[src/core/uhb_regs.svh]
// register offsets, field positions, reset values and timing counts
`ifndef UHB_REGS_SVH
`define UHB_REGS_SVH

`define UHB_OFF_CTRL 8'h00
`define UHB_OFF_IN_REQ 8'h04
`define UHB_OFF_IN_CLR 8'h08
`define UHB_OFF_CIEN_SET 8'h0C
`define UHB_OFF_CIEN_CLR 8'h10
`define UHB_OFF_EIEN_SET 8'h14
`define UHB_OFF_EIEN_CLR 8'h18
`define UHB_OFF_CSTAT 8'h1C
`define UHB_OFF_ESTAT 8'h20
`define UHB_OFF_LINK 8'h24
`define UHB_OFF_EP_DATA 8'h28

`define UHB_CTRL_HOST 0
`define UHB_CTRL_PFLT_EN 1
`define UHB_CTRL_RESET 2
`define UHB_CTRL_RESUME 3
`define UHB_CTRL_SUSPEND 4
`define UHB_CTRL_STATUS_REQ 5
`define UHB_LINK_MIN_MET 4
`define UHB_LINK_MAX_OVER 5
`define UHB_CIRQ_PFAULT 0

`define UHB_MASK_RST 32'h0000_0000

`define UHB_CLK_MHZ 40
`define UHB_T_RESET_MIN_US 20000
`define UHB_T_RSM_DEV_MIN_US 10000
`define UHB_T_RSM_DEV_MAX_US 15000
`define UHB_T_RSM_HOST_MIN_US 20000
`define UHB_N_RESET_MIN (`UHB_T_RESET_MIN_US * `UHB_CLK_MHZ)
`define UHB_N_RSM_DEV_MIN (`UHB_T_RSM_DEV_MIN_US * `UHB_CLK_MHZ)
`define UHB_N_RSM_DEV_MAX (`UHB_T_RSM_DEV_MAX_US * `UHB_CLK_MHZ)
`define UHB_N_RSM_HOST_MIN (`UHB_T_RSM_HOST_MIN_US * `UHB_CLK_MHZ)

`endif

[src/core/uhb_pkg.sv]
// types shared by the host bus control block
package uhb_pkg;
	typedef enum logic [1:0] {
		SPEED_CODE_UNDEFINED = 2'h0,
		SPEED_LOW = 2'h1,
		SPEED_FULL = 2'h2,
		SPEED_HIGH = 2'h3
	} uhb_speed_type;
	typedef enum logic [1:0] {
		RESP_OKAY = 2'h0,
		RESP_SLVERR = 2'h2
	} uhb_resp_type;
endpackage

[src/core/uhb_host_bus_ctrl.sv]
// host-mode bus control: power fault, IN scheduling, bus signalling, irq masks
`timescale 1ns/10ps
`include "uhb_regs.svh"
module uhb_host_bus_ctrl #(
	parameter int EPW = 4,
	parameter int CEV = 8,
	parameter int ADDR_W = 8,
	parameter int CNT_W = 20,
	parameter int RESET_MIN_CYC = `UHB_N_RESET_MIN,
	parameter int RSM_DEV_MIN_CYC = `UHB_N_RSM_DEV_MIN,
	parameter int RSM_DEV_MAX_CYC = `UHB_N_RSM_DEV_MAX,
	parameter int RSM_HOST_MIN_CYC = `UHB_N_RSM_HOST_MIN
) (
	// clock and reset
	input wire logic aclk,
	input wire logic aresetn,
	// axi4-lite write
	input wire logic [ADDR_W-1:0] awaddr,
	input wire logic [2:0] awprot,
	input wire logic awvalid,
	output logic awready,
	input wire logic [31:0] wdata,
	input wire logic [3:0] wstrb,
	input wire logic wvalid,
	output logic wready,
	output uhb_pkg::uhb_resp_type bresp,
	output logic bvalid,
	input wire logic bready,
	// axi4-lite read
	input wire logic [ADDR_W-1:0] araddr,
	input wire logic [2:0] arprot,
	input wire logic arvalid,
	output logic arready,
	output logic [31:0] rdata,
	output uhb_pkg::uhb_resp_type rresp,
	output logic rvalid,
	input wire logic rready,
	// power fault pin
	input wire logic power_fault_input_n,
	// token request to link
	output logic in_tok_valid,
	input wire logic in_tok_ready,
	output logic [EPW-1:0] in_tok_ep,
	output logic in_tok_status,
	// events and data from link
	input wire logic link_in_valid,
	input wire logic [EPW-1:0] link_in_ep,
	input wire logic [31:0] link_in_data,
	input wire logic link_status_done,
	input wire logic [CEV-2:0] link_ctrl_evt,
	input wire logic link_connected,
	input wire uhb_pkg::uhb_speed_type link_speed,
	// bus signalling
	output logic bus_reset,
	output logic bus_resume,
	output logic bus_resume_end,
	output logic bus_suspend,
	// dma path
	output logic dma_valid,
	output logic [EPW-1:0] dma_ep,
	output logic [31:0] dma_data,
	// interrupt
	output logic irq
);
	import uhb_pkg::*;
	localparam int NEP = 2 ** EPW;

	logic wr_fire, rd_fire;
	logic [31:0] wmask, wd;
	logic bvalid_q, bvalid_d, rvalid_q, rvalid_d;
	uhb_resp_type bresp_q, bresp_d, rresp_q, rresp_d;
	logic [31:0] rdata_q, rdata_d;
	logic host_q, host_d, pflt_en_q, pflt_en_d, reset_q, reset_d;
	logic resume_q, resume_d, suspend_q, suspend_d, stpend_q, stpend_d;
	logic rsm_end_q, rsm_end_d, pf_s1_q, pf_s2_q, pf_evt;
	logic [NEP-1:0] in_pend_q, in_pend_d, in_set, in_clr, in_hs, eevt;
	logic [NEP-1:0] emask_q, emask_d, estat_q, estat_d;
	logic [CEV-1:0] cmask_q, cmask_d, cstat_q, cstat_d, cevt;
	logic [CNT_W-1:0] cnt_q, cnt_d;
	uhb_speed_type speed_q, speed_d;
	logic [31:0] epdata_q, epdata_d;
	logic dma_valid_q, dma_valid_d;
	logic [EPW-1:0] dma_ep_q, dma_ep_d, low_ep;
	logic min_met, max_over, wr_ctrl, hold_start;

	function automatic logic wsel(input logic [ADDR_W-1:0] a, input logic [7:0] off);
		return a == ADDR_W'(off);
	endfunction

	// bus handshakes
	assign wr_fire = awvalid && wvalid && !bvalid_q;
	assign awready = wr_fire;
	assign wready = wr_fire;
	assign rd_fire = arvalid && !rvalid_q;
	assign arready = !rvalid_q;
	assign wmask = {{8{wstrb[3]}}, {8{wstrb[2]}}, {8{wstrb[1]}}, {8{wstrb[0]}}};
	assign wd = wdata & wmask;
	assign wr_ctrl = wr_fire && wsel(awaddr, `UHB_OFF_CTRL);
	assign bvalid = bvalid_q;
	assign bresp = bresp_q;
	assign rvalid = rvalid_q;
	assign rresp = rresp_q;
	assign rdata = rdata_q;

	// bus response and read data
	always_comb begin
		bvalid_d = bvalid_q && !bready;
		bresp_d = bresp_q;
		rvalid_d = rvalid_q && !rready;
		rresp_d = rresp_q;
		rdata_d = rdata_q;
		if (wr_fire) begin
			bvalid_d = 1'b1;
			bresp_d = (awaddr > ADDR_W'(`UHB_OFF_EP_DATA) || awaddr[1:0] != 2'h0)
				? RESP_SLVERR : RESP_OKAY;
		end
		if (rd_fire) begin
			rvalid_d = 1'b1;
			rresp_d = RESP_OKAY;
			rdata_d = 32'h0000_0000;
			case (araddr)
				ADDR_W'(`UHB_OFF_CTRL): rdata_d = {26'h0, stpend_q, suspend_q, resume_q,
					reset_q, pflt_en_q, host_q};
				ADDR_W'(`UHB_OFF_IN_REQ): rdata_d = 32'(in_pend_q);
				ADDR_W'(`UHB_OFF_CIEN_SET): rdata_d = 32'(cmask_q);
				ADDR_W'(`UHB_OFF_EIEN_SET): rdata_d = 32'(emask_q);
				ADDR_W'(`UHB_OFF_CSTAT): rdata_d = 32'(cstat_q);
				ADDR_W'(`UHB_OFF_ESTAT): rdata_d = 32'(estat_q);
				ADDR_W'(`UHB_OFF_LINK): rdata_d = {26'h0, max_over, min_met, 2'h0, speed_q};
				ADDR_W'(`UHB_OFF_EP_DATA): rdata_d = epdata_q;
				ADDR_W'(`UHB_OFF_IN_CLR), ADDR_W'(`UHB_OFF_CIEN_CLR),
				ADDR_W'(`UHB_OFF_EIEN_CLR): rdata_d = 32'h0000_0000;
				default: rresp_d = RESP_SLVERR;
			endcase
		end
	end

	always_ff @(posedge aclk) begin
		if (!aresetn) begin
			bvalid_q <= 1'b0;
			bresp_q <= RESP_OKAY;
			rvalid_q <= 1'b0;
			rresp_q <= RESP_OKAY;
			rdata_q <= 32'h0000_0000;
		end else begin
			bvalid_q <= bvalid_d;
			bresp_q <= bresp_d;
			rvalid_q <= rvalid_d;
			rresp_q <= rresp_d;
			rdata_q <= rdata_d;
		end
	end

	// power fault pin synchroniser
	always_ff @(posedge aclk) begin
		if (!aresetn) begin
			pf_s1_q <= 1'b1;
			pf_s2_q <= 1'b1;
		end else begin
			pf_s1_q <= power_fault_input_n;
			pf_s2_q <= pf_s1_q;
		end
	end
	assign pf_evt = pflt_en_q && host_q && !pf_s2_q;
	assign cevt = {link_ctrl_evt, pf_evt};

	// per endpoint request, cancel, handshake and event terms
	always_comb begin
		low_ep = '0;
		for (int i = NEP - 1; i >= 0; i--) begin
			if (in_pend_q[i]) begin
				low_ep = EPW'(i);
			end
		end
	end
	genvar g;
	generate
		for (g = 0; g < NEP; g++) begin : g_ep
			assign in_set[g] = wr_fire && host_q && wsel(awaddr, `UHB_OFF_IN_REQ) && wd[g];
			assign in_clr[g] = wr_fire && wsel(awaddr, `UHB_OFF_IN_CLR) && wd[g];
			assign in_hs[g] = in_tok_valid && in_tok_ready && !in_tok_status
				&& in_tok_ep == EPW'(g);
			assign eevt[g] = (link_in_valid && link_in_ep == EPW'(g))
				|| (g == 0 && link_status_done);
		end
	endgenerate

	// token offer: status phase first, then lowest pending IN endpoint
	assign in_tok_valid = host_q && !reset_q && !suspend_q && (stpend_q || (|in_pend_q));
	assign in_tok_status = stpend_q;
	assign in_tok_ep = stpend_q ? '0 : low_ep;

	assign hold_start = wr_ctrl && ((wd[`UHB_CTRL_RESET] && !reset_q)
		|| (wd[`UHB_CTRL_RESUME] && !resume_q));
	assign min_met = reset_q ? (int'(cnt_q) >= RESET_MIN_CYC)
		: resume_q && (int'(cnt_q) >= (host_q ? RSM_HOST_MIN_CYC : RSM_DEV_MIN_CYC));
	assign max_over = resume_q && !host_q && (int'(cnt_q) > RSM_DEV_MAX_CYC);

	// core control state
	always_comb begin
		host_d = host_q;
		pflt_en_d = pflt_en_q;
		reset_d = reset_q;
		resume_d = resume_q;
		suspend_d = suspend_q;
		cmask_d = cmask_q;
		emask_d = emask_q;
		rsm_end_d = 1'b0;
		if (wr_ctrl && wstrb[0]) begin
			host_d = wd[`UHB_CTRL_HOST];
			pflt_en_d = wd[`UHB_CTRL_PFLT_EN];
			reset_d = wd[`UHB_CTRL_RESET];
			resume_d = wd[`UHB_CTRL_RESUME];
			suspend_d = wd[`UHB_CTRL_SUSPEND] && !wd[`UHB_CTRL_RESUME];
			rsm_end_d = host_q && resume_q && !wd[`UHB_CTRL_RESUME];
		end
		if (wr_fire && wsel(awaddr, `UHB_OFF_CIEN_SET)) cmask_d = cmask_q | wd[CEV-1:0];
		if (wr_fire && wsel(awaddr, `UHB_OFF_CIEN_CLR)) cmask_d = cmask_q & ~wd[CEV-1:0];
		if (wr_fire && wsel(awaddr, `UHB_OFF_EIEN_SET)) emask_d = emask_q | wd[NEP-1:0];
		if (wr_fire && wsel(awaddr, `UHB_OFF_EIEN_CLR)) emask_d = emask_q & ~wd[NEP-1:0];
		// set wins over the read clear
		cstat_d = ((rd_fire && wsel(araddr, `UHB_OFF_CSTAT)) ? '0 : cstat_q) | cevt;
		estat_d = ((rd_fire && wsel(araddr, `UHB_OFF_ESTAT)) ? '0 : estat_q) | eevt;
		in_pend_d = (in_pend_q & ~in_hs & ~in_clr) | in_set;
		stpend_d = (stpend_q && !(in_tok_valid && in_tok_ready))
			|| (wr_ctrl && host_q && wd[`UHB_CTRL_STATUS_REQ]);
		if (hold_start || (!reset_q && !resume_q)) cnt_d = '0;
		else if (cnt_q != '1) cnt_d = cnt_q + 1'b1;
		else cnt_d = cnt_q;
		speed_d = (host_q && link_connected) ? link_speed : SPEED_CODE_UNDEFINED;
		epdata_d = link_in_valid ? link_in_data : epdata_q;
		dma_valid_d = link_in_valid;
		dma_ep_d = link_in_valid ? link_in_ep : dma_ep_q;
	end

	always_ff @(posedge aclk) begin
		if (!aresetn) begin
			host_q <= 1'b0;
			pflt_en_q <= 1'b0;
			reset_q <= 1'b0;
			resume_q <= 1'b0;
			suspend_q <= 1'b0;
			rsm_end_q <= 1'b0;
			stpend_q <= 1'b0;
			cmask_q <= CEV'(`UHB_MASK_RST);
			emask_q <= NEP'(`UHB_MASK_RST);
			cstat_q <= '0;
			estat_q <= '0;
			in_pend_q <= '0;
			cnt_q <= '0;
			speed_q <= SPEED_CODE_UNDEFINED;
			epdata_q <= 32'h0000_0000;
			dma_valid_q <= 1'b0;
			dma_ep_q <= '0;
		end else begin
			host_q <= host_d;
			pflt_en_q <= pflt_en_d;
			reset_q <= reset_d;
			resume_q <= resume_d;
			suspend_q <= suspend_d;
			rsm_end_q <= rsm_end_d;
			stpend_q <= stpend_d;
			cmask_q <= cmask_d;
			emask_q <= emask_d;
			cstat_q <= cstat_d;
			estat_q <= estat_d;
			in_pend_q <= in_pend_d;
			cnt_q <= cnt_d;
			speed_q <= speed_d;
			epdata_q <= epdata_d;
			dma_valid_q <= dma_valid_d;
			dma_ep_q <= dma_ep_d;
		end
	end

	assign bus_reset = host_q && reset_q;
	assign bus_resume = resume_q;
	assign bus_resume_end = rsm_end_q;
	assign bus_suspend = host_q && suspend_q;
	assign dma_valid = dma_valid_q;
	assign dma_ep = dma_ep_q;
	assign dma_data = epdata_q;
	assign irq = (|(cstat_q & cmask_q)) || (|(estat_q & emask_q));

	AST_PF_OFF: assert property (@(posedge aclk) disable iff (!aresetn)
		(!pflt_en_q && !cstat_q[`UHB_CIRQ_PFAULT]) |=> !cstat_q[`UHB_CIRQ_PFAULT])
		else $error("power fault flagged while detection off");
	AST_PF_ON: assert property (@(posedge aclk) disable iff (!aresetn)
		(pflt_en_q && host_q && !pf_s2_q) |=> cstat_q[`UHB_CIRQ_PFAULT])
		else $error("power fault missed");
	AST_IN_SCHED: assert property (@(posedge aclk) disable iff (!aresetn)
		(in_set[1] && !in_clr[1]) |=> in_pend_q[1] && in_tok_valid || suspend_q || reset_q)
		else $error("IN request not scheduled");
	AST_IN_DATA: assert property (@(posedge aclk) disable iff (!aresetn)
		link_in_valid |=> dma_valid && dma_data == $past(link_in_data) && dma_ep == $past(link_in_ep))
		else $error("IN data not presented");
	AST_IN_CANCEL: assert property (@(posedge aclk) disable iff (!aresetn)
		(in_clr[2] && !in_set[2]) |=> !in_pend_q[2])
		else $error("IN cancel ignored");
	AST_STATUS_EP0: assert property (@(posedge aclk) disable iff (!aresetn)
		(in_tok_valid && in_tok_status) |-> in_tok_ep == '0)
		else $error("status token off endpoint zero");
	AST_STATUS_DONE: assert property (@(posedge aclk) disable iff (!aresetn)
		link_status_done |=> estat_q[0] ##1 (estat_q[0] || $past(rd_fire)))
		else $error("status completion not flagged");
	AST_RSM_END: assert property (@(posedge aclk) disable iff (!aresetn)
		(wr_ctrl && wstrb[0] && host_q && resume_q && !wdata[`UHB_CTRL_RESUME])
		|=> bus_resume_end && !bus_resume ##1 !bus_resume_end)
		else $error("resume completion missing");
	AST_SPEED_UNDEF: assert property (@(posedge aclk) disable iff (!aresetn)
		!host_q |=> speed_q == SPEED_CODE_UNDEFINED)
		else $error("speed reported outside host mode");
	AST_CMASK_SET: assert property (@(posedge aclk) disable iff (!aresetn)
		(wr_fire && wsel(awaddr, `UHB_OFF_CIEN_SET)) |=>
		cmask_q == ($past(cmask_q) | $past(wd[CEV-1:0])) && $stable(emask_q))
		else $error("control unmask wrong");
	AST_EMASK_CLR: assert property (@(posedge aclk) disable iff (!aresetn)
		(wr_fire && wsel(awaddr, `UHB_OFF_EIEN_CLR)) |=>
		emask_q == ($past(emask_q) & ~$past(wd[NEP-1:0])) && $stable(cmask_q))
		else $error("endpoint mask wrong");
	AST_CSTAT_CLR: assert property (@(posedge aclk) disable iff (!aresetn)
		(rd_fire && wsel(araddr, `UHB_OFF_CSTAT)) |=> rdata == 32'($past(cstat_q))
		&& cstat_q == $past(cevt))
		else $error("control status read-clear wrong");
	AST_IRQ: assert property (@(posedge aclk) disable iff (!aresetn)
		(cstat_q[`UHB_CIRQ_PFAULT] && cmask_q[`UHB_CIRQ_PFAULT]) |-> irq)
		else $error("irq not raised");
endmodule

[config.mk]
export PLATFORM = sky130hd
export DESIGN_NAME = uhb_host_bus_ctrl
export DESIGN_NICKNAME = d
export VERILOG_FILES = /design/src/core/uhb_pkg.sv /design/src/core/uhb_host_bus_ctrl.sv
export VERILOG_INCLUDE_DIRS = /design/src /design/src/core
export SDC_FILE = /design/constraint.sdc
export NUM_CORES = 1
export LEC_CHECK = 0
export BUFFER_PORTS_ARGS = -buffer_cell sky130_fd_sc_hd__buf_4
export CORE_UTILIZATION = 55
export DETAILED_ROUTE_END_ITERATION = 16
export PLACE_DENSITY = 0.86
export SETUP_SLACK_MARGIN = 0.1
export SYNTH_ARGS = -nofsm -noshare
export SYNTH_HDL_FRONTEND = slang
export SYNTH_SLANG_ARGS = --single-unit
[constraint.sdc]
create_clock -name aclk -period 4.8 [get_ports aclk]
set_clock_uncertainty 0.15 [all_clocks]
set_input_delay 1.44 -clock aclk [delete_from_list [all_inputs] [get_ports aclk]]
set_output_delay 1.44 -clock aclk [all_outputs]
set_load 0.02 [all_outputs]
Word-level counts from Yosys, hierarchy flattened
Index checks and enable logic that the tools add are counted.
{ "word_totals": {"mem_count": 0, "output_inout_bits": 89, "latch_bits": 0, "elab_cells": 259, "ram_bits": 0, "romBits": 0, "reg_bits": 170, "in_bits": 115} }
{ "op_classes": {"shifts": 0, "n_eq_ne": 47, "muxes": 30, "addsub": 1, "n_reduce_logical": 136, "order_cmp": 4, "multipliers": 0, "bitwise_logic": 17, "div_mod_pow": 0} }
{ "op_table": {"columns": ["operator", "count"], "rows": [
  ["32-bit one-hot mux with 8 select lines", 1],
  ["1-bit logical AND", 103],
  ["16-bit bitwise AND", 5],
  ["4-bit 2-to-1 mux", 17],
  ["4-bit equality test (second input constant)", 16],
  ["8-bit by 5-bit equality test with 1-bit output (second input constant)", 7],
  ["16-bit 2-to-1 mux", 3],
  ["16-bit inverter", 3],
  ["16-bit bitwise OR", 3],
  ["4-bit by 3-bit equality test with 1-bit output (second input constant)", 8],
  ["8-bit by 4-bit equality test with 1-bit output (second input constant)", 4],
  ["16-bit OR reduction", 2],
  ["8-bit by 6-bit equality test with 1-bit output (second input constant)", 3],
  ["8-bit 2-to-1 mux", 3],
  ["20-bit by 1-bit adder with 20-bit output (second input constant)", 1],
  ["20-bit greater-or-equal comparator", 1],
  ["20-bit greater-or-equal comparator (second input constant)", 1],
  ["20-bit > comparator (second input constant)", 1],
  ["20-bit 2-to-1 mux", 1],
  ["20-bit != test (second input constant)", 1],
  ["8-bit bitwise AND", 2],
  ["4-bit by 2-bit equality test with 1-bit output (second input constant)", 4],
  ["8-bit by 3-bit equality test with 1-bit output (second input constant)", 2],
  ["8-bit zero test", 2],
  ["other kinds (15)", 41]
]} }

Logic depth before layout (Yosys ltp)
{ "logic_depth": {"word_depth": 23, "ltp_mapped": 8, "depth_no_buf": 7} }

Worst setup path before layout
OpenSTA, ideal clock, no wires.
{ "synth_timing": {"path_kind": "in2out", "from": "input port awvalid", "to": "output port wready", "arrival_ns": 2.105, "required_time_ns": 3.210, "stages": 3, "path_buffers": 1, "slack_ns": 1.105, "cell_sequence": "nand2_1 > nor2_1 > buf_4"} }
{ "synth_between": {"elab_chain_cells": 2} }
{ "synth_rtl": {"columns": ["item", "line", "text"], "rows": [
  ["start, declared", "uhb_host_bus_ctrl.sv:20", "input wire logic awvalid,"],
  ["1-bit logical AND (2 in series)", "uhb_host_bus_ctrl.sv:91", "assign wr_fire = awvalid && wvalid && !bvalid_q;"],
  ["end, declared", "uhb_host_bus_ctrl.sv:25", "output logic wready,"]
]} }
Every way passes these cells.

Worst setup path in the final report
{ "layout_timing": {"from": "register in_pend_q[3]", "to": "output port in_tok_ep[0]"} }
{ "layout_between": {"elab_chain_cells": 5} }
{ "layout_rtl": {"columns": ["item", "line", "text"], "rows": [
  ["start, declared", "uhb_host_bus_ctrl.sv:76", "logic [NEP-1:0] in_pend_q, in_pend_d, in_set, in_clr, in_hs, eevt;"],
  ["start signal, assigned", "uhb_host_bus_ctrl.sv:267", "in_pend_q <= in_pend_d;"],
  ["4-bit 2-to-1 mux (4 in series)", "uhb_host_bus_ctrl.sv:171", "if (in_pend_q[i]) begin"],
  ["4-bit 2-to-1 mux", "uhb_host_bus_ctrl.sv:191", "assign in_tok_ep = stpend_q ? '0 : low_ep;"],
  ["end, declared", "uhb_host_bus_ctrl.sv:43", "output logic [EPW-1:0] in_tok_ep,"]
]} }
Every way passes these cells.

==> flow_summary_export.csv <==
group,metric,value,unit
run_status,status,"completed",
finish,final_cell_mix,"189 x buf_4, 168 x dfxtp_1, 144 x nor2_1",
worst_setup_path,cpPeakStageDelay,0.54,ns
worst_setup_path,crit_buf_inv,1,
worst_setup_path,crit_type,"register to output port",
worst_setup_path,path_delay_family,"compound AO/OA/AOI/OAI gates",
route,vias_per_cell,6.26,
floorplanning,io-pin-count,204,
global_route,grt_start_max_net_pins,89,
power_and_ir_drop,powerDensity,312,mW/mm²
worst_hold_path,min-delay-path-class,"register to register",
timing,finalSetupViolCount,0,
logic_synthesis,ys_ff_latch,168,
clocking,clock-sinks,168,
floorplanning,rows,43,
route,wire_per_inst,18.5,µm
global_route,grt_pass1_vias,7418,
worst_setup_path,arrival,2.29,ns
worst_setup_path,end_kind,"output port",
clocking,ctsHoldBuffers,0,
clocking,clk_latency,0.43,ns
route,totalWireLength,24100,µm
finish,area_delta_synth_final,24.4,%
timing,fmax,0.258,GHz
logic_synthesis,avgSynthCellArea,8.39,µm²
logic_synthesis,synth_edf_count,0,
power_and_ir_drop,power.internal,0.00233,W
worst_setup_path,crit_required,3.21,ns
global_route,grt_pass1_wl,37900,µm
timing,final.setup.tns,0,ns
worst_setup_path,reg2reg_depth,5,
global_route,antenna_found_initial,0,
floorplanning,start_util,0.571,
timing,finalCritPeriodShare,0.808,
clocking,cts_tree,"yes",
finish,final_common_cell,"buf_4",
route,drc,0,
clocking,cts_max_level,4,
global_route,grt.total_usage,0.324,
run,maxCapViolations,0,
logic_synthesis,synth_cell_type_count,77,
power_and_ir_drop,p_leak,4.06,nW
route,drtPass1Iterations,8,
floorplanning,dieHeight,123,µm
route,ant_nets,0,
timing,slew_viol_final,0,
clocking,cts.repair.resized,0,
route,drtIter0Drc,960,
logic_synthesis,synth-seq-area-share,0.418,
timing,timing.slew.headroom,0.268,
logic_synthesis,ys_async_sr_fraction,0,
worst_setup_path,critPathLaunchType,"register",
clocking,post_cts_buffers,0,
finish,antenna_cells,0,
timing,min_period,3.88,ns
power_and_ir_drop,switchingPower,0.000797,W
placed_design,detailed_place_hpwl,16900,µm
clocking,root_buffer,"clkbuf_16",
power_and_ir_drop,switching_share,0.255,
global_route,grt-ovfl-total,0,
worst_hold_path,hold_depth,1,
clocking,clk_path_buf_depth,2,
finish,drive_gt1_frac,0.225,
placed_design,gp_congestion,0.926,
power_and_ir_drop,max-vdd-ir-drop,0.000246,V
power_and_ir_drop,combPwrFrac,0.094,
finish,fin_area,0.0100,mm²
floorplanning,die_area,0.0151,mm²
placed_design,io_buffers,177,
worst_setup_path,path_cells,"nor3b_1 -> a2111oi_0 -> o21ai_2 -> a21oi_1 -> buf_4",
timing,setup_ws,0.923,ns
power_and_ir_drop,p_seq_frac,0.466,
route,via_count,8147,
logic_synthesis,synth_ff_type,"dfxtp_1",
timing,tightestPinTransition,1.09,ns
placed_design,preCtsSetupSlack,1.04,ns
finish,fin_nets,1234,
worst_setup_path,crit_cells,5,
logic_synthesis,yosys_warnings,0,
worst_setup_path,critPathMaxFanout,10,
logic_synthesis,synthesis.area,0.00805,mm²
worst_setup_path,crit_slowest_cell,"a2111oi_0",
finish,final_cells,1302,
timing,hold_viol_final,0,
power_and_ir_drop,clkPwrFrac,0.441,
placed_design,dp.cells,1270,
logic_synthesis,postSynthCellCount,960,
timing,rsz0062_at_grt,"no",
clocking,clk_pin_slew,0.07,ns
clocking,cts_buffers,17,
floorplanning,core_area,0.0141,mm²
floorplanning,die_w,123,µm
placed_design,dpl_cell_area,0.00943,mm²
-- power groups by stage --
stage	clock (W)	sequential [W]	combinational [W]
6_report	0.00138	0.00146	0.000292
2_1_floorplan	0	0.00150	0.000128
3_3_place_gp	0	0.00148	0.000283
3_5_place_dp	0	0.00149	0.000289
5_1_grt	0.00146	0.00146	0.000315
4_1_cts	0.00139	0.00145	0.000290
-- cells by family after synthesis --
family | Yosys count | share of synthesized area
other | 1 | 0.000466
adders and majority gates | 10 | 0.0155
and+or+nand+nor | 377 | 0.232
AOI/OAI and AO/OA | 267 | 0.214
DFF | 168 | 0.418
xor gates and xnor gates | 5 | 0.00544
buffers and inverters | 77 | 0.0416
muxes | 55 | 0.0739
-- cells in the mapped netlist (8+ instances only) --
cell type	instances	share of area
mux2i_1	46	0.057
buf_2	9	0.0056
and2_1	9	0.0070
nand2b_1	10	0.0078
a31oi_1	34	0.026
inv_1	16	0.0075
nor2_1	144	0.067
ha_1	10	0.016
nor2b_1	9	0.0070
nand4_1	15	0.012
a21oi_1	58	0.036
o21ai_0	63	0.039
or3_1	10	0.0078
clkbuf_1	37	0.017
nand2_1	82	0.038
and3_1	11	0.0085
a22o_1	12	0.013
nor3_1	8	0.0050
dfxtp_1	168	0.42
o211ai_1	10	0.0093
a22oi_1	37	0.034
nand3_1	36	0.022
-- path summary, 6_finish.rpt --
path | to | start | slack (ns)
setup / recovery | in_tok_ep[0] | in_pend_q[3] | 0.92
hold / removal | pf_s2_q | pf_s1_q | 0.27
setup reg to reg | cnt_q[11] | cnt_q[18] | 2.12
hold reg to reg | pf_s2_q | pf_s1_q | 0.27
-- routing by layer --
metal  track usage  up-vias  wire length (µm)
met4         0.120        0               657
met2         0.504      505             10800
li1              -     3797                 -
met3        0.0733       77              2650
met1         0.440     3768              9960
met5             0        -                 0
-- stage by stage --
| stage | total power [W] | utilization | hold slack (ns) |
|---|---|---|---|
| after floorplan | 0.00163 | - | 0.236 |
| after global placement | 0.00177 | 0.669 | 0.243 |
| after detailed placement | 0.00177 | 0.669 | 0.248 |
| after CTS | 0.00314 | 0.711 | 0.268 |
| after global routing | 0.00323 | 0.711 | 0.294 |
| final | 0.00313 | 0.711 | 0.271 |
-- cell type report --
class                           instances  area (µm²)
Sequential cell                       168        3360
Inverter                               17        63.8
Clock buffer                           17         425
Fill cell                            1124        4070
Multi-Input combinational cell        716        4360
Clock inverter                         15         164
Timing Repair Buffer                  189        1420
Tap cell                              180         225
Power figures use the tool's default switching activity.
